==> config.mk <==
export PLATFORM = sky130hd
export DESIGN_NAME = hpf_pin_decode
export DESIGN_NICKNAME = d
export VERILOG_FILES = /design/src/hw/hpf_pkg.sv /design/src/hw/hpf_pin_decode.sv
export SDC_FILE = /design/constraint.sdc
export NUM_CORES = 1
export LEC_CHECK = 0
export BUFFER_PORTS_ARGS = -buffer_cell sky130_fd_sc_hd__buf_2
export CAP_MARGIN = 20
export CORE_ASPECT_RATIO = 0.6
export CORE_MARGIN = 8
export CORE_UTILIZATION = 42
export CTS_CLUSTER_DIAMETER = 50
export DETAILED_ROUTE_END_ITERATION = 10
export GPL_TIMING_DRIVEN = 1
export HOLD_SLACK_MARGIN = 0.12
export PLACE_DENSITY = 0.74
export SETUP_SLACK_MARGIN = 0.5
export SLEW_MARGIN = 20
export SYNTH_ARGS = -nofsm -noshare
export SYNTH_HDL_FRONTEND = slang
export SYNTH_SLANG_ARGS = --single-unit
==> constraint.sdc <==
create_clock -name aclk -period 2.25 [get_ports aclk]
set_input_delay 0.225 -clock aclk [delete_from_list [all_inputs] [get_ports aclk]]
set_output_delay 0.225 -clock aclk [all_outputs]
set_load 0.01 [all_outputs]
==> src/hw/hpf_pkg.sv <==
package hpf_pkg;

  // interface select strap codes
  localparam logic [1:0] HPF_BIS_MUX = 2'h0;
  localparam logic [1:0] HPF_BIS_NONMUX = 2'h1;
  localparam logic [1:0] HPF_BIS_SERIAL = 2'h2;
  localparam logic [1:0] HPF_BIS_HW = 2'h3;

  typedef enum logic [3:0] {
    HPF_MODE_MUX = 4'h1,
    HPF_MODE_NONMUX = 4'h2,
    HPF_MODE_SERIAL = 4'h4,
    HPF_MODE_HW = 4'h8
  } hpf_mode_t;

  // line family codes held in the control register
  localparam logic [1:0] HPF_FAM_T1E1 = 2'h0;
  localparam logic [1:0] HPF_FAM_CC64 = 2'h1;

  // register byte offsets
  localparam logic [7:0] HPF_CTRL_OFFSET = 8'h00;
  localparam logic [7:0] HPF_STATUS_OFFSET = 8'h04;

  // control register fields
  localparam int HPF_CTRL_ALARM_N_BIT = 0;
  localparam int HPF_CTRL_TERM75_BIT = 1;
  localparam int HPF_CTRL_FAM_LSB = 2;
  localparam logic [7:0] HPF_CTRL_RESET = 8'h01;

  // status register fields
  localparam int HPF_STAT_MODE_LSB = 0;
  localparam int HPF_STAT_ZSUB_BIT = 4;
  localparam int HPF_STAT_AIS_BIT = 5;
  localparam int HPF_STAT_ONES_BIT = 6;
  localparam int HPF_STAT_TERM120_BIT = 7;
  localparam int HPF_STAT_TAKEN_BIT = 8;

  localparam logic [1:0] HPF_RESP_OKAY = 2'h0;
  localparam logic [1:0] HPF_RESP_SLVERR = 2'h2;

  typedef struct packed {
    logic rx_operating_select_bit3;
    logic master_clock_prescale_bit0;
    logic tx_operating_select_bit0;
    logic [2:0] line_buildout;
    logic term_120_ohm;
    logic zero_substitution_enable;
  } hpf_hw_cfg_t;

  typedef struct packed {
    logic [6:0] addr;
    logic [1:0] wdata;
    logic rd;
    logic wr;
    logic addr_strobe;
  } hpf_host_bus_t;

  typedef struct packed {
    logic active;
    logic mosi;
    logic cpol;
    logic cpha;
  } hpf_spi_cfg_t;

  typedef struct packed {
    logic send_ais;
    logic send_all_ones;
  } hpf_tx_force_t;

endpackage

==> src/hw/hpf_pin_decode.sv <==
// Implementation choices: the placing of the registers and register access over AXI4-Lite.
`timescale 1ns/10ps
// Contract
// - strap 01 makes low shared pins separate data bits D1 and D0.
// - strap 00 makes shared pins multiplexed address then data lines.
// - hardware mode reads data bit 1 pin as receive mode select bit 3.
// - serial mode takes MOSI on data bit 1, drives MISO on bit 0.
// - address pins A6..A0 used in non-multiplexed mode, ignored in multiplexed.
// - hardware mode reads address bit 6 as clock prescale select bit 0.
// - serial mode reads address bit 5 as serial clock polarity.
// - serial mode reads address bit 4 as serial clock phase.
// - hardware mode reads address bit 5 as transmit mode select bit 0.
// - hardware mode takes address bits 4..2 as line build-out.
// - T1/E1 modes send alarm pattern while address bit 1 is low; outside hardware mode the control register alarm bit does this instead.
// - composite clock modes send all-ones without violations while pin low; outside hardware mode the control register alarm bit does this instead.
// - hardware mode: address bit 0 low picks 120 ohm, high 75 ohm.
// - bus style strap high: strobe, address strobe, read/write pins.
// - hardware mode T1/E1 enables zero substitution when style pin high.
// - strap decode 00 mux, 01 non-mux, 10 serial, 11 hardware.
// - multiplexed mode captures address on rising address latch edge.
module hpf_pin_decode
  import hpf_pkg::*;
#(
  parameter int AXI_ADDR_W = 8
) (
  input wire logic aclk,
  input wire logic aresetn,
  input wire logic [AXI_ADDR_W-1:0] s_axi_awaddr,
  input wire logic s_axi_awvalid,
  output logic s_axi_awready,
  input wire logic [31:0] s_axi_wdata,
  input wire logic [3:0] s_axi_wstrb,
  input wire logic s_axi_wvalid,
  output logic s_axi_wready,
  output logic [1:0] s_axi_bresp,
  output logic s_axi_bvalid,
  input wire logic s_axi_bready,
  input wire logic [AXI_ADDR_W-1:0] s_axi_araddr,
  input wire logic s_axi_arvalid,
  output logic s_axi_arready,
  output logic [31:0] s_axi_rdata,
  output logic [1:0] s_axi_rresp,
  output logic s_axi_rvalid,
  input wire logic s_axi_rready,
  input wire logic [1:0] bus_interface_select,
  input wire logic bus_style_strap,
  input wire logic d1_in,
  output logic d1_out,
  output logic d1_oe,
  input wire logic d0_in,
  output logic d0_out,
  output logic d0_oe,
  input wire logic [6:0] addr_pins,
  input wire logic latch_pin,
  input wire logic read_strobe_pin,
  input wire logic write_pin,
  input wire logic chip_select_n,
  input wire logic [1:0] read_data,
  input wire logic miso_data,
  output hpf_mode_t mode,
  output hpf_host_bus_t host_bus,
  output hpf_spi_cfg_t spi_cfg,
  output hpf_hw_cfg_t hw_cfg,
  output hpf_tx_force_t tx_force
);

  if (AXI_ADDR_W < 3 || AXI_ADDR_W > 32) begin : g_bad_width
    $error("AXI_ADDR_W must lie between 3 and 32");
  end

  // strap capture: taken once, on the first edge after reset release,
  // so a strap that moves later cannot flip the pin functions mid-access
  hpf_mode_t next_mode;
  logic strap_taken;

  always_comb begin
    unique case (bus_interface_select)
      HPF_BIS_MUX: next_mode = HPF_MODE_MUX;
      HPF_BIS_NONMUX: next_mode = HPF_MODE_NONMUX;
      HPF_BIS_SERIAL: next_mode = HPF_MODE_SERIAL;
      HPF_BIS_HW: next_mode = HPF_MODE_HW;
    endcase
  end

  always_ff @(posedge aclk) begin
    if (!aresetn) begin
      mode <= HPF_MODE_MUX;
      strap_taken <= 1'b0;
    end else if (!strap_taken) begin
      mode <= next_mode;
      strap_taken <= 1'b1;
    end
  end

  wire is_mux = (mode == HPF_MODE_MUX);
  wire is_nonmux = (mode == HPF_MODE_NONMUX);
  wire is_serial = (mode == HPF_MODE_SERIAL);
  wire is_hw = (mode == HPF_MODE_HW);
  wire is_par = is_mux | is_nonmux;
  wire selected = ~chip_select_n;

  // control register, software side of the loose bits
  logic [7:0] ctrl;
  wire ctrl_alarm_n = ctrl[HPF_CTRL_ALARM_N_BIT];
  wire ctrl_term75 = ctrl[HPF_CTRL_TERM75_BIT];
  wire [1:0] family = ctrl[HPF_CTRL_FAM_LSB +: 2];
  wire fam_t1e1 = (family == HPF_FAM_T1E1);
  wire fam_cc64 = (family == HPF_FAM_CC64);

  // bus style: strobes decoded from the read and write pins
  // data strobe is high-active in non-multiplexed mode, low-active in multiplexed mode
  wire ds_active = is_nonmux ? read_strobe_pin : ~read_strobe_pin;
  wire style_rd = bus_style_strap ? (ds_active & write_pin)
                                  : ~read_strobe_pin;
  wire style_wr = bus_style_strap ? (ds_active & ~write_pin)
                                  : ~write_pin;
  wire par_rd = is_par & selected & style_rd;
  wire par_wr = is_par & selected & style_wr;

  // address latch in multiplexed mode
  logic latch_q;
  logic [1:0] mux_addr;
  wire latch_rise = latch_pin & ~latch_q;

  always_ff @(posedge aclk) begin
    if (!aresetn) begin
      latch_q <= 1'b0;
      mux_addr <= 2'h0;
    end else begin
      latch_q <= latch_pin;
      if (is_mux && latch_rise) begin
        mux_addr <= {d1_in, d0_in};
      end
    end
  end

  // upper multiplexed address bits are tied to zero; only the two latched shared-pin bits form the address
  wire [6:0] next_addr = is_nonmux ? addr_pins
                                   : {5'h00, mux_addr};

  hpf_host_bus_t next_host_bus;
  assign next_host_bus.addr = is_par ? next_addr : 7'h00;
  assign next_host_bus.wdata = is_par ? {d1_in, d0_in} : 2'h0;
  assign next_host_bus.rd = par_rd;
  assign next_host_bus.wr = par_wr;
  assign next_host_bus.addr_strobe = is_mux & latch_rise;

  hpf_spi_cfg_t next_spi;
  assign next_spi.active = is_serial & selected;
  assign next_spi.mosi = is_serial & d1_in;
  assign next_spi.cpol = is_serial & addr_pins[5];
  assign next_spi.cpha = is_serial & addr_pins[4];

  // alarm force: pin in hardware mode, register bit otherwise
  wire alarm_n = is_hw ? addr_pins[1] : ctrl_alarm_n;

  hpf_tx_force_t next_force;
  assign next_force.send_ais = fam_t1e1 & ~alarm_n;
  assign next_force.send_all_ones = fam_cc64 & ~alarm_n;

  hpf_hw_cfg_t next_hw;
  assign next_hw.rx_operating_select_bit3 = is_hw & d1_in;
  assign next_hw.master_clock_prescale_bit0 =
    is_hw & addr_pins[6];
  assign next_hw.tx_operating_select_bit0 = is_hw & addr_pins[5];
  assign next_hw.line_buildout = is_hw ? addr_pins[4:2] : 3'h0;
  assign next_hw.term_120_ohm = is_hw ? ~addr_pins[0]
                                      : ~ctrl_term75;
  assign next_hw.zero_substitution_enable =
    is_hw & fam_t1e1 & bus_style_strap;

  // shared data pin drivers
  wire next_par_oe = par_rd;
  wire next_miso_oe = is_serial & selected;
  wire next_d0_out = is_serial ? miso_data : read_data[0];

  always_ff @(posedge aclk) begin
    if (!aresetn) begin
      host_bus <= '0;
      spi_cfg <= '0;
      tx_force <= '0;
      hw_cfg <= '0;
    end else begin
      host_bus <= next_host_bus;
      spi_cfg <= next_spi;
      tx_force <= next_force;
      hw_cfg <= next_hw;
    end
  end

  always_ff @(posedge aclk) begin
    if (!aresetn) begin
      d1_out <= 1'b0;
      d1_oe <= 1'b0;
      d0_out <= 1'b0;
      d0_oe <= 1'b0;
    end else begin
      d1_out <= read_data[1];
      d1_oe <= next_par_oe; // d1 stays an input in serial mode
      d0_out <= next_d0_out;
      d0_oe <= next_par_oe | next_miso_oe;
    end
  end

  // AXI4-Lite slave: address and data are taken in either order,
  // the response goes out one edge after both are held
  logic aw_held;
  logic w_held;
  logic [AXI_ADDR_W-1:0] aw_addr;
  logic [7:0] w_byte0;
  logic w_lane0;

  assign s_axi_awready = ~aw_held & ~s_axi_bvalid;
  assign s_axi_wready = ~w_held & ~s_axi_bvalid;
  wire aw_fire = s_axi_awvalid & s_axi_awready;
  wire w_fire = s_axi_wvalid & s_axi_wready;
  wire do_write = aw_held & w_held;
  wire wr_ctrl = (aw_addr == AXI_ADDR_W'(HPF_CTRL_OFFSET));
  wire wr_stat = (aw_addr == AXI_ADDR_W'(HPF_STATUS_OFFSET));

  always_ff @(posedge aclk) begin
    if (!aresetn) begin
      aw_held <= 1'b0;
      aw_addr <= '0;
    end else if (aw_fire) begin
      aw_held <= 1'b1;
      aw_addr <= s_axi_awaddr;
    end else if (do_write) begin
      aw_held <= 1'b0;
    end
  end

  always_ff @(posedge aclk) begin
    if (!aresetn) begin
      w_held <= 1'b0;
      w_byte0 <= 8'h00;
      w_lane0 <= 1'b0;
    end else if (w_fire) begin
      w_held <= 1'b1;
      w_byte0 <= s_axi_wdata[7:0];
      w_lane0 <= s_axi_wstrb[0];
    end else if (do_write) begin
      w_held <= 1'b0;
    end
  end

  always_ff @(posedge aclk) begin
    if (!aresetn) begin
      ctrl <= HPF_CTRL_RESET;
    end else if (do_write && wr_ctrl && w_lane0) begin
      ctrl <= w_byte0;
    end
  end

  // status is read-only: a write there is accepted and has no effect
  always_ff @(posedge aclk) begin
    if (!aresetn) begin
      s_axi_bvalid <= 1'b0;
      s_axi_bresp <= HPF_RESP_OKAY;
    end else if (do_write) begin
      s_axi_bvalid <= 1'b1;
      s_axi_bresp <= (wr_ctrl | wr_stat) ? HPF_RESP_OKAY
                                         : HPF_RESP_SLVERR;
    end else if (s_axi_bready) begin
      s_axi_bvalid <= 1'b0;
    end
  end

  wire [31:0] status_word = {
    23'h000000,
    strap_taken,
    hw_cfg.term_120_ohm,
    tx_force.send_all_ones,
    tx_force.send_ais,
    hw_cfg.zero_substitution_enable,
    mode
  };
  assign s_axi_arready = ~s_axi_rvalid;
  wire ar_fire = s_axi_arvalid & s_axi_arready;
  wire rd_ctrl = (s_axi_araddr == AXI_ADDR_W'(HPF_CTRL_OFFSET));
  wire rd_stat = (s_axi_araddr == AXI_ADDR_W'(HPF_STATUS_OFFSET));
  wire [31:0] rd_word = rd_ctrl ? {24'h000000, ctrl}
                      : rd_stat ? status_word : 32'h00000000;

  always_ff @(posedge aclk) begin
    if (!aresetn) begin
      s_axi_rvalid <= 1'b0;
      s_axi_rdata <= 32'h00000000;
      s_axi_rresp <= HPF_RESP_OKAY;
    end else if (ar_fire) begin
      s_axi_rvalid <= 1'b1;
      s_axi_rdata <= rd_word;
      s_axi_rresp <= (rd_ctrl | rd_stat) ? HPF_RESP_OKAY
                                         : HPF_RESP_SLVERR;
    end else if (s_axi_rready) begin
      s_axi_rvalid <= 1'b0;
    end
  end

endmodule

## Word-level counts from Yosys, hierarchy flattened

Cells that the tools add are included.

- Equality and inequality tests: 10
- Multiplexer cells: 20
- Bitwise operators: 39
- Reductions and logical operators: 14

Operators with widths:

| operator | number |
|---|---|
| AND 1 bit | 24 |
| 2-to-1 mux 9 bit | 2 |
| == test 8 x 3 -> 1 bit (second input constant) | 2 |
| logical NOT 8 bit | 2 |
| case mux 4 bit (4 select lines) | 1 |
| 2-to-1 mux 1 bit | 14 |
| NOT 1 bit | 11 |
| nonzero test 2 bit | 4 |
| 2-to-1 mux 2 bit | 3 |
| == test 2 x 1 -> 1 bit (second input constant) | 2 |
| == test 2 bit (second input constant) | 2 |
| == test 4 x 1 -> 1 bit (second input constant) | 1 |
| == test 4 x 2 -> 1 bit (second input constant) | 1 |
| == test 4 x 3 -> 1 bit (second input constant) | 1 |
| == test 4 bit (second input constant) | 1 |
| logical NOT 2 bit | 2 |
| OR 1 bit | 4 |
| AND reduction 2 bit | 2 |
| logical AND 1 bit | 3 |
| AND reduction 3 bit | 1 |

- Register bits after elaboration: 102
- Input bits: 78
- Output and inout port bits: 75
- Word-level logic and storage cells: 119

## Depth between registers and ports, before layout

- Depth in word-level cells: 6
- Mapped depth: 4
- Gate-level depth less buffers: 3

## Worst setup path after synthesis

OpenSTA, ideal clock, no wires.

- Path kind: flip-flop to flip-flop
- Start point: reg mode[0]
- End point: reg tx_force[0] (netlist name)
- Library setup time: 0.096 ns
- Data arrival time: 1.643 ns
- Required time: 2.154 ns
- Setup slack: 0.511 ns
- Stages on the path, launching flop included: 5
- Buffers on the path: 1
- Clock period less this slack: 1.739 ns
- Cells stage by stage: dfxtp_1 clkbuf_1 nor4b_2 mux2_2 nor4b_1

- Longest elaborated chain between the ends: 4

Ends and longest elaborated chain:

| item | line | text |
|---|---|---|
| start: declaration | hpf_pin_decode.sv:60 | `output hpf_mode_t mode,` |
| start signal: assignment | hpf_pin_decode.sv:90 | `mode <= next_mode;` |
| == test 4 bit | hpf_pin_decode.sv:98 | `wire is_hw = (mode == HPF_MODE_HW);` |
| 2-to-1 mux 1 bit | hpf_pin_decode.sv:155 | `wire alarm_n = is_hw ? addr_pins[1] : ctrl_alarm_n;` |
| NOT 1 bit | hpf_pin_decode.sv:159 | `assign next_force.send_all_ones = fam_cc64 & ~alarm_n;` |
| AND 1 bit | hpf_pin_decode.sv:159 |  |
| end signal: assignment | hpf_pin_decode.sv:186 | `tx_force <= next_force;` |
| end: declaration | hpf_pin_decode.sv:64 | `output hpf_tx_force_t tx_force` |

No other way between the ends.
A chain may end at the register's enable or synchronous reset.

## Final worst setup path

- Start point: reg aw_addr[0]
- End point: reg ctrl[7]

- Longest elaborated chain between the ends: 3

Ends and longest elaborated chain:

| item | line | text |
|---|---|---|
| start: declaration | hpf_pin_decode.sv:209 | `logic [AXI_ADDR_W-1:0] aw_addr;` |
| start signal: assignment | hpf_pin_decode.sv:227 | `aw_addr <= s_axi_awaddr;` |
| logical NOT 8 bit | hpf_pin_decode.sv:218 | `wire wr_ctrl = (aw_addr == AXI_ADDR_W'(HPF_CTRL_OFFSET));` |
| logical AND 1 bit (2 in series) | hpf_pin_decode.sv:250 | `end else if (do_write && wr_ctrl && w_lane0) begin` |
| end signal: assignment | hpf_pin_decode.sv:251 | `ctrl <= w_byte0;` |
| end: declaration | hpf_pin_decode.sv:103 | `logic [7:0] ctrl;` |

No other way between the ends.

==> implementation parameters <==
Parameter                              Value

Outcome
  Status    complete, no violations

Critical path
  Peak per-stage delay on the critical path    0.55 ns
  Max Fanout on Critical Path    8
  Family of cells with the greatest summed delay on the critical path    simple AND/OR/NAND/NOR gates
  FF-to-FF setup slack    0.67 ns
  Crit path cell chain    or4_4 -> nor4_4 -> buf_4 -> mux2i_1
  Worst path depth    4
  Type of the setup path with the least slack    flip-flop to flip-flop
  Cell count of the worst reg-to-reg path    4
  Startpoint of the lowest-slack register-to-register path    aw_addr[0]$_SDFFE_PN0P_
  CP Data Required Time    2.51 ns
  Capture instance of the worst register-to-register path    ctrl[7]$_SDFFE_PN0P_
  WP data arrival    1.84 ns
  Critical Path Source Type    flip-flop
  Master of the slowest instance on the critical path    or4_4
  Buffers & Inverters on Critical Path    1
  Type of element capturing the critical path    flip-flop

Floorplanning
  Initial core utilization    42.90%
  Area of the core    0.007177 mm2
  Die extent in x    126.5 um
  Area of the die    0.01042 mm2
  Count of standard-cell rows    24
  Ports placed on the boundary    153
  Vertical die dimension    82.33 um

Job
  Total of max-cap violations    0

Timing
  RSZ-0062 raised after global routing    false
  Final setup TNS    0 ns
  Normalized max-slew margin    47.31%
  Worst clock skew    0.006213 ns
  Fin crit share    70.38%
  Final setup violation count    0
  Min cycle time layout    1.584 ns
  Slew at the pin closest to its max-slew limit    0.7887 ns
  Worst setup slack after layout    0.6663 ns
  Hold Fails Final Rpt    0
  Max-slew violation total from the final report    0
  Maximum frequency from static timing analysis    631.5 MHz

Logic synthesis
  Dominant cell by count in the synthesized netlist    dfxtp_1
  Cells taking the most area after synthesis    dfxtp_1 (50%), mux2i_1 (8.5%), buf_4 (6.3%)
  Synth area leader    dfxtp_1
  Synth warn    0
  Post-synthesis average cell area    9.683 um2
  Most instantiated flip-flop cell in the synthesis netlist    dfxtp_1
  Top cells by instance count after synthesis    dfxtp_1 (77), nor2_1 (32), nand2_1 (29)
  Mapped Cells    318
  Register bit total from synthesis    77
  Post-synth EDFFs    0
  Sequential fraction of the synthesis area    50.06%
  Area of the mapped netlist    0.003079 mm2
  Number of distinct library cell variants in the gate-level netlist after synthesis    41
  Area fraction of the dominant cell type after synthesis    50.06%
  Async S/R FF share, synth    0%

Clocking
  Root buffer cell    clkbuf_16
  Number of buffers added for setup after CTS    0
  Clock insertion delay at the later pin of the skew report    0.33 ns
  Number of clock sinks    77
  Reg clk slew, reported paths    0.06 ns
  Count of H-tree levels built during CTS    3
  Clock buffers created by TritonCTS    9
  CTS Buffer Depth    2
  TritonCTS clock tree    done

Power
  Worst IR Drop VDD    361.6 uV
  Areal power density over the cells    786.3 mW/mm2
  Leakage power    1.865 nW

Cells and area
  Number of nets in the final layout    511
  Layout overhead on the synthesized area    30.60%
  Fraction of layout cells with a size suffix above 1    32.27%
  Final antenna diode count    0

Min path
  Worst hold stages    2
  Sink of the worst hold path    host_bus[9]$_SDFF_PN0_
  Hold Crit Start    addr_pins[4]
  Min-delay worst type    input port to flip-flop

Drt
  Via density    4.771
  Met3 wire length    588 um
  Wire length on met1    3.575 mm
  Uppermost metal layer occupied by signal nets    met4
  Wire length after detailed routing    7.890 mm
  WL per Instance    14.94 um
  # DRC    0
  Post-DRT Antenna Nets    0
  Via Count    2519
  Met2 wirelength from detailed routing    3.640 mm
  Drt first pass iters    4
  Initial detailed-routing violation count    118

Place
  Setup slack after placement    0.6304 ns
  HPWL reported at the end of detailed placement    5.867 mm
  Placer's final routability congestion estimate    0.8088
  Port bufs    100

Global routing
  Largest net degree at the start of global routing    33
  Number of global-route vias before repair    2441
  Overall routing resource usage    15.14%
  Final global-route overflow total    0
  Global-route wire length before repair    12.33 mm
  Number of antenna violations at the first check in global routing    0
[stage by stage]
stage          power (mW)  utilization [%]  area, um2  std cells  hold slack (ns)
2_1_floorplan       1.685                -       3169        342           0.2527
3_3_place_gp        1.761            50.21       3603        501           0.4164
3_5_place_dp        1.771            50.21       3603        501           0.4159
4_1_cts             3.199            55.94       4015        528           0.1209
5_1_grt             3.297            56.03       4021        528           0.1268
6_report            3.162            56.03       4021        528           0.1334
[final cells by class]
class                      count  area, um2
clock buffer                  11      242.7
clock inverter                 4      48.80
fill                         669       3156
inverter                       5      18.77
multi-input combinational    219       1368
sequential                    77       1541
tap                           91      113.9
timing repair buffer         121      688.2
[logic make-up (layout without fill, tap and decap cells)]
group	count (synthesis)	count (layout)	synth area share [%]
simple gates	126	126	22.71
compound gates	31	31	5.973
mux	35	35	11.74
xor+xnor	2	2	0.5690
other cells	1	25	0.1218
flops	77	77	50.06
buf+inv	46	141	8.817
[power breakdown]
part | internal (mW) | leakage, nW | switching (mW)
logic | 0.143 | 1.09 | 0.166
clock network | 0.880 | 0.145 | 0.522
registers | 1.41 | 0.628 | 0.0383
[how the worst max path moves through the flow]
stage	from	slack, ns	endpoint
finish	aw_addr[0]$_SDFFE_PN0P_	0.67	ctrl[7]$_SDFFE_PN0P_
global route	aw_addr[0]$_SDFFE_PN0P_	0.56	ctrl[3]$_SDFFE_PN0P_
CTS	mode[1]$_SDFFE_PN0N_	0.62	host_bus[1]$_SDFF_PN0_
detailed placement	mode[1]$_SDFFE_PN0N_	0.63	host_bus[1]$_SDFF_PN0_
global placement	mode[1]$_SDFFE_PN0N_	0.64	host_bus[1]$_SDFF_PN0_
floorplan	mode[0]$_SDFFE_PN1N_	0.51	tx_force[0]$_SDFF_PN0_
[cell usage in the layout (no fill, tap or decap), drive strengths merged, types with 4 or more instances in the layout]
cell,netlist,layout
mux2i,26,26
nand4,9,9
nand2b,4,4
a21oi,19,19
buf,29,109
and3,12,12
nor4b,4,4
dlygate4sd3,0,12
and2,10,10
clkinv,1,4
dfxtp,77,77
conb,1,25
nand2,29,29
nor2,32,32
a22oi,5,5
nor3,4,4
nor2b,5,5
inv,4,4
clkbuf,12,11
mux2,9,9
[sequential cells by signal, indices dropped and copies added, names as in the netlist, 2 cells and up]
name / flops
aw_addr: 8
ctrl: 8
host_bus: 11
hw_cfg: 8
mode: 4
mux_addr: 2
s_axi_rdata: 9
spi_cfg: 4
tx_force: 2
w_byte0: 8
[per-layer routing]
| layer | vias up | track usage, % |
|---|---|---|
| met2 | 82 | 24.40 |
| met1 | 1161 | 18.00 |
| met5 | - | 0 |
| met4 | 0 | 5.721 |
| li1 | 1267 | - |
| met3 | 9 | 6.346 |
[timing repair]
action	in CTS	in global routing
hold buffers	12	0
setup endpoints to repair	0	3
hold endpoints to repair	12	0
resized for setup	0	1
(Power assumes the default switching activity.)
